File: src/shared/rdd_pkg.sv
// Purpose: constants and types of the radio data decoder register set
// Assumes: byte-wide register transfers, block words of 16 bits
// Notes: field layouts are the packed struct orders, msb first
package rdd_pkg;

    localparam int BYTE_W = 8;
    localparam int FIFO_DEPTH = 8;

    // ----------------------------------------------------------------
    // register pointers
    // ----------------------------------------------------------------
    localparam logic [1:0] WR_MODE = 2'h0;
    localparam logic [1:0] WR_PAUSE = 2'h1;
    localparam logic [1:0] WR_OSC = 2'h2;
    localparam logic [1:0] WR_END = 2'h3;
    localparam logic [1:0] WR_STEP = 2'h1;

    localparam logic [2:0] RD_STATUS = 3'h0;
    localparam logic [2:0] RD_LAST_HI = 3'h1;
    localparam logic [2:0] RD_LAST_LO = 3'h2;
    localparam logic [2:0] RD_PREV_HI = 3'h3;
    localparam logic [2:0] RD_PREV_LO = 3'h4;
    localparam logic [2:0] RD_ERRORS = 3'h5;
    localparam logic [2:0] RD_QUALITY = 3'h6;
    localparam logic [2:0] RD_END = 3'h7;
    localparam logic [2:0] RD_STEP = 3'h1;

    // ----------------------------------------------------------------
    // encodings
    // ----------------------------------------------------------------
    localparam logic [2:0] BLK_A = 3'h0;
    localparam logic [2:0] BLK_B = 3'h1;
    localparam logic [2:0] BLK_C = 3'h2;
    localparam logic [2:0] BLK_D = 3'h3;
    localparam logic [2:0] BLK_C_PRIME = 3'h4;
    localparam logic [2:0] BLK_E_US = 3'h5;
    localparam logic [2:0] BLK_E_BAD = 3'h6;
    localparam logic [2:0] BLK_INVALID = 3'h7;

    localparam logic [1:0] ERR_NONE = 2'h0;
    localparam logic [1:0] ERR_FIXED_TWO = 2'h1;
    localparam logic [1:0] ERR_FIXED_FIVE = 2'h2;
    localparam logic [1:0] ERR_UNCORRECTABLE = 2'h3;

    localparam logic [1:0] SEARCH_NO_CORRECTION = 2'h0;
    localparam logic [1:0] SEARCH_FIX_TWO_BIT = 2'h1;
    localparam logic [1:0] SEARCH_FIX_FIVE_BIT = 2'h2;
    localparam logic [1:0] SEARCH_STRICT_SEQUENCE = 2'h3;

    localparam logic [1:0] PROTOCOL_STANDARD = 2'h0;
    localparam logic [1:0] PROTOCOL_FAST_ID_SEARCH = 2'h1;
    localparam logic [1:0] PROTOCOL_REDUCED_RATE = 2'h2;

    localparam logic [5:0] ERR_COUNT_MAX = 6'h3F;
    localparam logic [5:0] ERR_COUNT_STEP = 6'h01;

    // ----------------------------------------------------------------
    // write registers
    // ----------------------------------------------------------------
    typedef struct packed {
        logic quality_continuous_sel;
        logic quality_trigger;
        logic sync_restart;
        logic [1:0] search_correction;
        logic us_standard;
        logic [1:0] output_protocol;
    } rdd_mode_t;

    typedef struct packed {
        logic [1:0] pause_level;
        logic [5:0] flywheel_limit;
    } rdd_pause_t;

    typedef struct packed {
        logic [1:0] time_or_osc;
        logic osc_select_meaning;
        logic [4:0] quality_sensitivity;
    } rdd_osc_t;

    localparam rdd_mode_t MODE_RESET = 8'h20;
    localparam rdd_pause_t PAUSE_RESET = 8'h20;
    localparam rdd_osc_t OSC_RESET = 8'h0F;

    // ----------------------------------------------------------------
    // decoded block as delivered by the block detector
    // ----------------------------------------------------------------
    typedef struct packed {
        logic [15:0] word;
        logic [2:0] id;
        logic [1:0] err;
    } rdd_block_t;

    localparam int BLOCK_W = $bits(rdd_block_t);

endpackage

File: src/rdd_regs.sv
// Purpose: control and status register set of a radio data decoder
// Assumes: a serial framing layer delivers byte strobes on i_clk
// Notes: one 8-word buffer holds detected blocks until the read side is free
//
// Notes on behaviour
// - bit 7 selects triggered or continuous quality
// - bit 6 written one triggers quality measurement
// - bit 5 written one restarts block sync
// - two-bit field selects sync search correction
// - code 11 forbids E-E, US allows E-A
// - bit 2 selects European or US rules
// - protocol 00 ready after every block
// - protocol 01 ready on clean A during search
// - protocol 10 ready every second block
// - pause level and flywheel limit byte
// - bit 5 gives meaning of bits 7:6
// - pause time codes 20.2 to 161.7 ms
// - oscillator codes declare crystal multiple
// - five-bit quality sensitivity in 0.6 dB
// - reset values: resync, flywheel 32, sensitivity 0F
// - status byte layout id, sync, flags, error
// - block identity codes per block type
// - error status codes per correction done
// - overflow flag marks lost block data
// - bytes 1-4 last and previous block words
// - byte 5 error count and previous status
// - byte 6 previous id and quality value
// - reading status byte clears reset flag
// - pointers start at zero, auto-increment
// - block update also takes new mode settings
`timescale 1ns/1ps
`default_nettype none

// ----------------------------------------------------------------
// block buffer
// ----------------------------------------------------------------
module rdd_fifo #(
    parameter int WIDTH = 8,
    parameter int DEPTH = 8
) (
    input wire logic i_clk,
    input wire logic i_arst_n,
    input wire logic i_valid,
    input wire logic [WIDTH-1:0] i_data,
    output logic o_ready,
    output logic o_valid,
    output logic [WIDTH-1:0] o_data,
    input wire logic i_ready
);
    localparam int AW = (DEPTH > 1) ? $clog2(DEPTH) : 1;
    localparam logic [AW-1:0] PTR_LAST = AW'(DEPTH - 1);
    localparam logic [AW:0] CNT_FULL = (AW + 1)'(DEPTH);
    // a count, not a pointer compare, tells full from empty

    typedef struct packed {
        logic [DEPTH-1:0][WIDTH-1:0] mem;
        logic [AW-1:0] wp;
        logic [AW-1:0] rp;
        logic [AW:0] cnt;
    } fifo_state_t;

    fifo_state_t s;
    fifo_state_t next_s;
    logic push;
    logic pop;

    // wrap by compare, so any depth works, not only powers of two
    function automatic logic [AW-1:0] bump(input logic [AW-1:0] p);
        bump = (p == PTR_LAST) ? '0 : p + AW'(1);
    endfunction

    assign o_ready = (s.cnt != CNT_FULL);
    assign o_valid = (s.cnt != '0);
    assign o_data = s.mem[s.rp];
    assign push = i_valid && o_ready;
    assign pop = o_valid && i_ready;

    // push and pop in one cycle leave the count alone
    always_comb begin
        next_s = s;
        if (push) begin
            next_s.mem[s.wp] = i_data;
            next_s.wp = bump(s.wp);
        end
        if (pop) begin
            next_s.rp = bump(s.rp);
        end
        if (push && !pop) begin
            next_s.cnt = s.cnt + (AW + 1)'(1);
        end else if (pop && !push) begin
            next_s.cnt = s.cnt - (AW + 1)'(1);
        end
    end

    always_ff @(posedge i_clk or negedge i_arst_n) begin
        if (!i_arst_n) begin
            s <= '0;
        end else begin
            s <= next_s;
        end
    end
endmodule // rdd_fifo

// ----------------------------------------------------------------
// register set
// ----------------------------------------------------------------
module rdd_regs
    import rdd_pkg::*;
#(
    parameter int DEPTH = FIFO_DEPTH
) (
    input wire logic i_clk,
    input wire logic i_arst_n,
    // write side of the serial framing
    input wire logic i_wr_start,
    input wire logic i_wr_strobe,
    input wire logic [BYTE_W-1:0] i_wr_byte,
    output logic o_wr_ack,
    // read side; i_rd_active spans a whole transfer
    input wire logic i_rd_start,
    input wire logic i_rd_active,
    input wire logic i_rd_strobe,
    output logic [BYTE_W-1:0] o_rd_byte,
    output logic o_rd_valid,
    // decoded blocks from the block detector
    input wire logic i_blk_valid,
    input wire rdd_block_t i_blk,
    output logic o_blk_ready,
    // sync state and quality result, same clock
    input wire logic i_synced,
    input wire logic i_quality_valid,
    input wire logic [3:0] i_quality_value,
    // settings and strobes towards the decoder
    output rdd_mode_t o_mode,
    output rdd_pause_t o_pause,
    output rdd_osc_t o_osc,
    output logic o_quality_trigger,
    output logic o_sync_restart,
    output logic o_data_ready_n
);

    // ----------------------------------------------------------------
    // state
    // ----------------------------------------------------------------
    typedef struct packed {
        // as written; the decoder only sees mode_act
        rdd_mode_t mode_wr;
        rdd_mode_t mode_act;
        rdd_pause_t pause;
        rdd_osc_t osc;
        logic [1:0] wr_ptr;
        logic [2:0] rd_ptr;
        logic [BYTE_W-1:0] rd_byte;
        logic rd_valid;
        rdd_block_t last;
        rdd_block_t prev;
        logic [5:0] err_count;
        logic [3:0] quality;
        logic overflow;
        logic reset_seen;
        logic data_ready_n;
        // first block of a pair seen, reduced rate protocol
        logic pair_half;
        logic qtrig;
        logic resync;
        // restart requested, pulsed on the next cycle
        logic resync_pend;
    } rdd_state_t;

    // the reset-detected flag comes up set, and one restart is pending
    localparam rdd_state_t S_RESET = '{
        mode_wr: MODE_RESET,
        mode_act: MODE_RESET,
        pause: PAUSE_RESET,
        osc: OSC_RESET,
        reset_seen: 1'b1,
        data_ready_n: 1'b1,
        resync_pend: 1'b1,
        default: '0
    };

    rdd_state_t s;
    rdd_state_t next_s;
    // head of the block buffer
    logic buf_valid;
    rdd_block_t buf_blk;
    logic load;

    // ----------------------------------------------------------------
    // read byte selection
    // ----------------------------------------------------------------
    // pointer 7 is past the last byte and reads zero
    function automatic logic [BYTE_W-1:0] read_byte(
        input logic [2:0] ptr,
        input rdd_state_t st,
        input logic synced
    );
        unique case (ptr)
            RD_STATUS: read_byte = {st.last.id, synced, st.overflow,
                                    st.reset_seen, st.last.err};
            RD_LAST_HI: read_byte = st.last.word[15:8];
            RD_LAST_LO: read_byte = st.last.word[7:0];
            RD_PREV_HI: read_byte = st.prev.word[15:8];
            RD_PREV_LO: read_byte = st.prev.word[7:0];
            RD_ERRORS: read_byte = {st.err_count, st.prev.err};
            RD_QUALITY: read_byte = {st.prev.id, 1'b0, st.quality};
            RD_END: read_byte = '0;
        endcase
    endfunction

    // ----------------------------------------------------------------
    // block buffer
    // ----------------------------------------------------------------
    // loading is held off for a whole read transfer so that one read
    // never mixes two blocks; a long read therefore fills the buffer
    assign load = buf_valid && !i_rd_active;

    rdd_fifo #(
        .WIDTH(BLOCK_W),
        .DEPTH(DEPTH)
    ) u_fifo (
        .i_clk(i_clk),
        .i_arst_n(i_arst_n),
        .i_valid(i_blk_valid),
        .i_data(i_blk),
        .o_ready(o_blk_ready),
        .o_valid(buf_valid),
        .o_data(buf_blk),
        .i_ready(!i_rd_active)
    );

    // ----------------------------------------------------------------
    // next state
    // ----------------------------------------------------------------
    always_comb begin
        next_s = s;
        next_s.rd_valid = 1'b0;
        next_s.qtrig = 1'b0;
        next_s.resync = 1'b0;

        // a restart also clears the error count and block pairing
        if (s.resync_pend) begin
            next_s.resync = 1'b1;
            next_s.resync_pend = 1'b0;
            next_s.err_count = '0;
            next_s.pair_half = 1'b0;
        end

        // write transfer, bytes 0 to 2 in order
        if (i_wr_start) begin
            next_s.wr_ptr = WR_MODE;
        end else if (i_wr_strobe && s.wr_ptr != WR_END) begin
            unique case (s.wr_ptr)
                WR_MODE: begin
                    next_s.mode_wr = i_wr_byte;
                    next_s.qtrig = next_s.mode_wr.quality_trigger;
                    if (next_s.mode_wr.sync_restart) begin
                        next_s.resync_pend = 1'b1;
                    end
                end
                WR_PAUSE: next_s.pause = i_wr_byte;
                WR_OSC: next_s.osc = i_wr_byte;
                default: next_s.osc = s.osc;
            endcase
            next_s.wr_ptr = s.wr_ptr + WR_STEP;
        end

        // read transfer, bytes 0 to 6 in order
        // the status read clears the reset flag, the last low byte overflow
        if (i_rd_start) begin
            next_s.rd_ptr = RD_STATUS;
            next_s.data_ready_n = 1'b1;
        end else if (i_rd_strobe) begin
            next_s.rd_byte = read_byte(s.rd_ptr, s, i_synced);
            next_s.rd_valid = 1'b1;
            if (s.rd_ptr == RD_STATUS) begin
                next_s.reset_seen = 1'b0;
            end
            if (s.rd_ptr == RD_LAST_LO) begin
                next_s.overflow = 1'b0;
            end
            if (s.rd_ptr != RD_END) begin
                next_s.rd_ptr = s.rd_ptr + RD_STEP;
            end
        end

        // quality result stands until the next measurement ends
        if (i_quality_valid) begin
            next_s.quality = i_quality_value;
        end

        // a dropped block sets the flag even while it is being cleared
        if (i_blk_valid && !o_blk_ready) begin
            next_s.overflow = 1'b1;
        end

        // pairs restart whenever sync is regained
        if (!i_synced) begin
            next_s.pair_half = 1'b0;
        end

        // the decision below still uses the mode of the previous block;
        // a new mode takes effect from the following block
        if (load) begin
            next_s.prev = s.last;
            next_s.last = buf_blk;
            next_s.mode_act = s.mode_wr;
            if (buf_blk.err == ERR_UNCORRECTABLE &&
                s.err_count != ERR_COUNT_MAX) begin
                next_s.err_count = s.err_count + ERR_COUNT_STEP;
            end
            if (i_synced) begin
                unique case (s.mode_act.output_protocol)
                    PROTOCOL_STANDARD,
                    PROTOCOL_FAST_ID_SEARCH: begin
                        next_s.data_ready_n = 1'b0;
                    end
                    PROTOCOL_REDUCED_RATE: begin
                        next_s.pair_half = !s.pair_half;
                        if (s.pair_half) begin
                            next_s.data_ready_n = 1'b0;
                        end
                    end
                    default: next_s.data_ready_n = s.data_ready_n;
                endcase
            end else if (s.mode_act.output_protocol ==
                         PROTOCOL_FAST_ID_SEARCH &&
                         buf_blk.id == BLK_A &&
                         buf_blk.err == ERR_NONE) begin
                next_s.data_ready_n = 1'b0;
            end
        end else if (!i_synced) begin
            // without blocks, new settings still reach the search logic
            next_s.mode_act = s.mode_wr;
        end

        // no data is offered during search, except by the fast search mode
        if (!i_synced && s.mode_act.output_protocol !=
            PROTOCOL_FAST_ID_SEARCH) begin
            next_s.data_ready_n = 1'b1;
        end
    end

    // ----------------------------------------------------------------
    // state register
    // ----------------------------------------------------------------
    always_ff @(posedge i_clk or negedge i_arst_n) begin
        if (!i_arst_n) begin
            s <= S_RESET;
        end else begin
            s <= next_s;
        end
    end

    // ----------------------------------------------------------------
    // outputs
    // ----------------------------------------------------------------
    // acknowledge is a hint only; the framing layer builds the bit
    assign o_wr_ack = (s.wr_ptr != WR_END);
    assign o_rd_byte = s.rd_byte;
    assign o_rd_valid = s.rd_valid;
    assign o_mode = s.mode_act;
    assign o_pause = s.pause;
    assign o_osc = s.osc;
    assign o_quality_trigger = s.qtrig;
    assign o_sync_restart = s.resync;
    // idles high, so a polling controller sees no false request
    assign o_data_ready_n = s.data_ready_n;

endmodule // rdd_regs

`default_nettype wire

File: config.mk
export PLATFORM = sky130hd
export DESIGN_NAME = rdd_regs
export DESIGN_NICKNAME = d
export VERILOG_FILES = /design/src/shared/rdd_pkg.sv /design/src/rdd_regs.sv
export SDC_FILE = /design/constraint.sdc
export NUM_CORES = 1
export LEC_CHECK = 0
export ABC_AREA = 1
export ABC_CLOCK_PERIOD_IN_PS = 3200
export BUFFER_PORTS_ARGS = -buffer_cell sky130_fd_sc_hd__buf_4
export CORE_ASPECT_RATIO = 0.75
export CORE_MARGIN = 5
export CORE_UTILIZATION = 50
export DETAILED_ROUTE_END_ITERATION = 12
export GPL_TIMING_DRIVEN = 0
export PLACE_DENSITY = 0.78
export SETUP_SLACK_MARGIN = 0.5
export SYNTH_ARGS = -nofsm -noshare
export SYNTH_HDL_FRONTEND = slang
export SYNTH_HIERARCHICAL = 1
export SYNTH_SLANG_ARGS = --single-unit
File: constraint.sdc
create_clock -name i_clk -period 3.2 [get_ports i_clk]
set_clock_uncertainty 0.05 [all_clocks]
set_input_delay 0.16 -clock i_clk [delete_from_list [all_inputs] [get_ports i_clk]]
set_output_delay 0.16 -clock i_clk [all_outputs]
set_load 0.03 [all_outputs]
-- Word level (Yosys, flattened, before mapping)
Index checks and enable logic that the tools add are counted.
W data, S select, Z words.
- register bits after elaboration: 283
- bits in latches: 0
- bits in writable memories: 0
- memory bits (read-only): 0
- input port bits: 43
- output and inout bits: 38
- word-level logic and storage cells: 163
- memories: 0
- add/subtract/negate cells: 7
- multiply operators: 0
- div/mod/pow operators: 0
- $lt $le $gt $ge: 3
- equality and inequality tests: 22
- shift operators: 0
- muxes and demuxes: 45
- bitwise logic cells: 2
- reductions and logical operators: 37
- operators by type and width (kind ; count):
    $bwmux W168 ; 1
    $pmux W8 S8 ; 1
    $bmux W21 S3 ; 1
    $demux W21 S3 ; 1
    $mux W21 ; 2
    $mux W1 ; 20
    $eq A3 B3 Y1 const B ; 6
    $mux W6 ; 3
    $mux W8 ; 2
    $reduce_and A3 Y1 ; 5
    $mux W12 ; 1
    $mux W2 ; 6
    $mux W3 ; 4
    $reduce_bool A2 Y1 ; 6
    $logic_and A1 B1 Y1 ; 11
    $add A3 B1 Y3 const B ; 3
    $lt A3 B4 Y1 const B ; 2
    $mux W4 ; 2
    $add A6 B1 Y6 const B ; 1
    $eq A2 B2 Y1 const B ; 3
    $eq A3 B2 Y1 const B ; 2
    $logic_not A1 Y1 ; 6
    $logic_not A2 Y1 ; 3
    $logic_not A3 Y1 ; 2
    other kinds (17) ; 22

-- Depth between registers and ports, before layout
- depth in word-level cells: 9
- gate-level depth with buffers: 14
- gate-level depth less buffers: 13

-- Modules after synthesis
Netlist, hierarchy kept.
- modules (own cells, without submodules) (module ; times used ; cells each ; area each (sq um) ; sequential area each (sq um)):
    rdd_fifo ; 1 ; 1412 ; 9693.0 ; 4454.3
    rdd_regs ; 1 ; 601 ; 5003.5 ; 2640.0

-- Least setup slack after synthesis
No wires, ideal clock.
- path type: register to register
- start point: register u_fifo/s[0] in the netlist's numbering
- end point: register u_fifo/s[3] in the netlist's numbering
- setup time: 117 ps
- data arrival time: 2128 ps
- required time: 3033 ps
- slack: 905 ps
- stages on the path, launching flop included: 14
- cell sequence: dfrtp_1 -> nor2_1 -> nand3_2 -> buf_2 -> nand2_1 -> inv_1 -> ha_1 -> inv_1 -> ha_1 -> or2_2 -> nand2_1 -> nand2_1 -> nand3_1 -> nand2_1
- cells in the longest elaborated chain, start to end: 5
- RTL lines (element ; line ; RTL):
    start, declared ; rdd_regs.sv:62 ; fifo_state_t s;
    start signal, assigned ; rdd_regs.sv:99 ; s <= next_s;
    $ne A4 B4 Y1 * ; rdd_regs.sv:72 ; assign o_ready = (s.cnt != CNT_FULL);
    $logic_and A1 B1 Y1 * ; rdd_regs.sv:75 ; assign push = i_valid && o_ready;
    net u_fifo.push ; rdd_regs.sv:64 ; logic push;
    $logic_not A1 Y1 ; rdd_regs.sv:90 ; end else if (pop && !push) begin
    $logic_and A1 B1 Y1 ; rdd_regs.sv:90 ;
    $reduce_bool A2 Y1 (no line) ; - ;
The timed path passes the listed nets; every way through them passes the cells marked *. The select of a mux whose other input is x is not followed.
A chain may end at the register's enable or synchronous reset.

==> results.md <==
- Vias: 13850
- Drt via density: between 5 and 6
- Clk sinks: 283
- H-tree level count: 1
- # DRC: 0
- CTS buffer count: 30
- Hold Startpoint: i_blk[14]
- WL final: around 45 mm
- Slew headroom: a little over half
- Post-synthesis cell area: roughly 15000 um2
- FF/Latch Area: between 7000 and 8000 um2
- Leak pwr: around 9.3 nW
- Setup crit start: s[68]
- IO Port Bufs: 59
- Slew Limit Fails: 0
- Cell Count, Final, Fillers Out: between 2000 and 3000
- Sw frac: 42.55%
- Mean Syn Cell Area: about 7.3 um2
- Die height: about 160 um
- Max stage delay on crit path: between 500 and 600 ps
- Share of the clock period used by the worst path: 79.85%
- Setup WS pre-CTS: around 500 ps
- Boundary pin count: 81
- Global-route wire length before repair: 70.92 mm
- Antenna cell count: 0
- PwrDens: about 970 nW/um2
- Reg-to-reg endpoint: s[68]
- Vias in the first global route: about 13000
- Die width: 208.0 um
- Initial Util: between 50% and 60%
- Data required time of the worst path: 3600 ps
- Total grt overflow: 0
- Post-synthesis sequential area ratio: approximately half
- Reg2Reg Depth: 8
- DRT Pass-1 Iters: 6
- Worst Setup Start Kind: flip-flop
- Initial DRC count: 1619
- Worst path arrival time: around 3000 ps
- Hold Crit Class: in2reg
- Synthesized instance count: around 2000
- Peak Freq: 391.4 MHz
- Layout fillers: roughly 2600
- Setup tns final: 0 ps
- Layout cells sized above 1: 11.32%
- Slowest stage cell on the critical path: dlygate4sd3_1
- Nets@finish: 2211
- Largest net degree at the start of global routing: between 100 and 150
- Bufs on Longest Clock Path: 3
- Final Total Pwr: ~17 mW
- Internal power: ~9.6 mW
- R2R Setup Slk: roughly 640 ps
- Hold path depth: 3
- CTS tree: done
- Initial antenna violation count: 0
- CP endpoint kind: flip-flop
- GRT Total Usage: between 20% and 30%
- DRT antenna net count: 0
- Routability Congestion: between 0.9 and 1
- Combinational Power Share: ~42%
- Register bit total from synthesis: around 280
- Clk pin slew, worst setup/hold paths: ~60 ps
- Critical path buffers and inverters: 3
- Area grow syn2layout: 17.03%
- Dpl cells: about 2500
- Core area: around 29000 um2
- Multi-input gate area: between 6000 and 7000 um2
- Crit path depth: 8
- Yosys cell types: 33
- WS Path Type: reg2reg
- RSZ-0062 raised after global routing: yes
- CTS root buf: clkbuf_16
- Crit path to: s[68]
- Syn nets: around 2100
- Final min period: approximately 2600 ps
- Max VDD drop: between 600 and 700 uV
- Row Count: 54
- Clk_lat worst skew: 570 ps
- Clock share of power: approximately 22%
- Die area: between 30000 and 40000 um2
- Slew @ Worst Pin: just under 700 ps
- Max-Cap Viols: 0
- Switching Power: ~7.1 mW
- Routed length per instance: 17.40 um
- CP Max Fanout: 3
- Final WS setup: roughly 640 ps
- CP cell instances: ha_1 > ha_1 > inv_1 > nand2_1 > o21ai_0 > dlygate4sd3_1 > a21oi_1 > dlygate4sd3_1
- Final setup fails: 0
- Sequential Power Share: 35.5%
- Synth warnings: 6
- Final HPWL DP: 31.50 mm
- Final hold vios: 0
- Reg-to-reg critical path startpoint: s[68]
- Status: completed
- CP top delay family: buffers and inverters
==> per-stage QoR <==
stage | util (%) | hold WS, ps | instance area, um2
after floorplan | - | -185.6 | 14700
after global placement | 53.80 | 323.9 | 15630
after detailed placement | 54.01 | 156.7 | 15690
after CTS | 59.14 | 1.689 | 17180
after global routing | 59.20 | 39.28 | 17200
final | 59.20 | 34.13 | 17200
==> cell usage after synthesis <==
| cell | number | share of area (%) |
|---|---|---|
| nor3_2 | 1 | 0.068 |
| o21bai_1 | 2 | 0.10 |
| nor2_2 | 1 | 0.043 |
| and3_1 | 1 | 0.043 |
| nand3_1 | 28 | 0.95 |
| clkinv_1 | 1 | 0.026 |
| buf_4 | 32 | 1.6 |
| mux2_2 | 9 | 0.69 |
| nand4_1 | 169 | 7.2 |
| fa_1 | 1 | 0.14 |
| nor3_1 | 4 | 0.14 |
| nand2_1 | 882 | 23 |
| nand3_2 | 2 | 0.14 |
| a31oi_1 | 1 | 0.043 |
| dfstp_2 | 10 | 1.8 |
| clkinv_2 | 1 | 0.034 |
| nor2_1 | 207 | 5.3 |
| or2_2 | 4 | 0.17 |
| nand2_2 | 2 | 0.085 |
| nor2_4 | 3 | 0.23 |
| ha_1 | 18 | 1.5 |
| buf_2 | 34 | 1.2 |
| xnor2_1 | 3 | 0.18 |
| buf_1 | 13 | 0.33 |
| a22o_2 | 1 | 0.068 |
| clkbuf_1 | 67 | 1.7 |
| o21ai_0 | 63 | 2.1 |
| a21oi_1 | 10 | 0.34 |
| clkbuf_2 | 21 | 0.72 |
| buf_6 | 4 | 0.31 |
| dfrtp_1 | 273 | 46 |
| inv_2 | 1 | 0.026 |
| inv_1 | 144 | 3.7 |
==> tightest hold or removal path, stage by stage <==
cell and delay (ps):
clkbuf_2 240, nand4_1 170, nand2_1 50
==> placed cells by master (no fill, tap or decap), types with 9 or more instances in the layout <==
| master | count |
|---|---|
| nand2_1 | 881 |
| dfrtp_1 | 273 |
| nor2_1 | 206 |
| nand4_1 | 169 |
| inv_1 | 144 |
| buf_4 | 91 |
| clkbuf_1 | 68 |
| o21ai_0 | 63 |
| dlygate4sd3_1 | 42 |
| buf_2 | 34 |
| clkbuf_16 | 31 |
| nand3_1 | 28 |
| clkbuf_2 | 27 |
| ha_1 | 18 |
| buf_1 | 13 |
| a21oi_1 | 10 |
| dfstp_2 | 10 |
| mux2_2 | 9 |
==> cells by family after synthesis <==
| kind of cell | count (synthesis) | share of synthesized area (%) |
|---|---|---|
| compound gates | 77 | 2.699 |
| xor+xnor | 3 | 0.1788 |
| mux | 9 | 0.6896 |
| simple gates | 1304 | 36.87 |
| flops | 283 | 48.27 |
| fa+ha+maj | 19 | 1.669 |
| buf+inv | 318 | 9.620 |
==> layout make-up <==
cell class	instances	share of cell area, %
Buffer	171	5.049
Clock buffer	46	5.303
Clock inverter	10	0.8730
Inverter	147	3.237
Multi-Input combinational cell	1412	36.01
Sequential cell	283	41.25
Tap cell	392	2.852
Timing Repair Buffer	104	5.427
==> state kept, by name, summed over array words and instances (netlist names) <==
register           count
o_mode                 8
s                     69
o_pause                8
o_quality_trigger      1
u_fifo/s             178
o_data_ready_n         1
o_rd_byte              8
o_sync_restart         1
o_osc                  8
o_rd_valid             1
==> layer usage <==
layer | GRT usage [%] | wire (um)
met5 | 0 | 0
met4 | 7.096 | 1231
met3 | 6.756 | 5010
met2 | 39.95 | 18760
met1 | 39.25 | 19630
==> worst min path at each step <==
stage,endpoint
2_1_floorplan,o_mode[0]
3_3_place_gp,s[9]
3_5_place_dp,u_fifo/s[43]
4_1_cts,u_fifo/s[66]
5_1_grt,u_fifo/s[171]
6_report,u_fifo/s[66]
==> power groups by stage <==
stage / Combinational, mW / Sequential (mW) / Clock (mW)
2_1_floorplan: 4.80 / 5.73 / 0
3_3_place_gp: 6.64 / 5.91 / 0
3_5_place_dp: 6.82 / 5.96 / 0
4_1_cts: 6.92 / 5.92 / 3.77
5_1_grt: 7.92 / 6.10 / 3.94
6_report: 7.09 / 5.95 / 3.72
==> repair_timing <==
| item | 4_1_cts | 5_1_grt |
|---|---|---|
| resized for setup | 0 | 15 |
| buffers inserted | 1 | 0 |
| pin swaps | 1 | 0 |
| endpoints found under the setup margin | 1 | 6 |
| hold endpoints to repair | 218 | 0 |
| hold buffers | 42 | 0 |
Power figures use the tool's default switching activity.
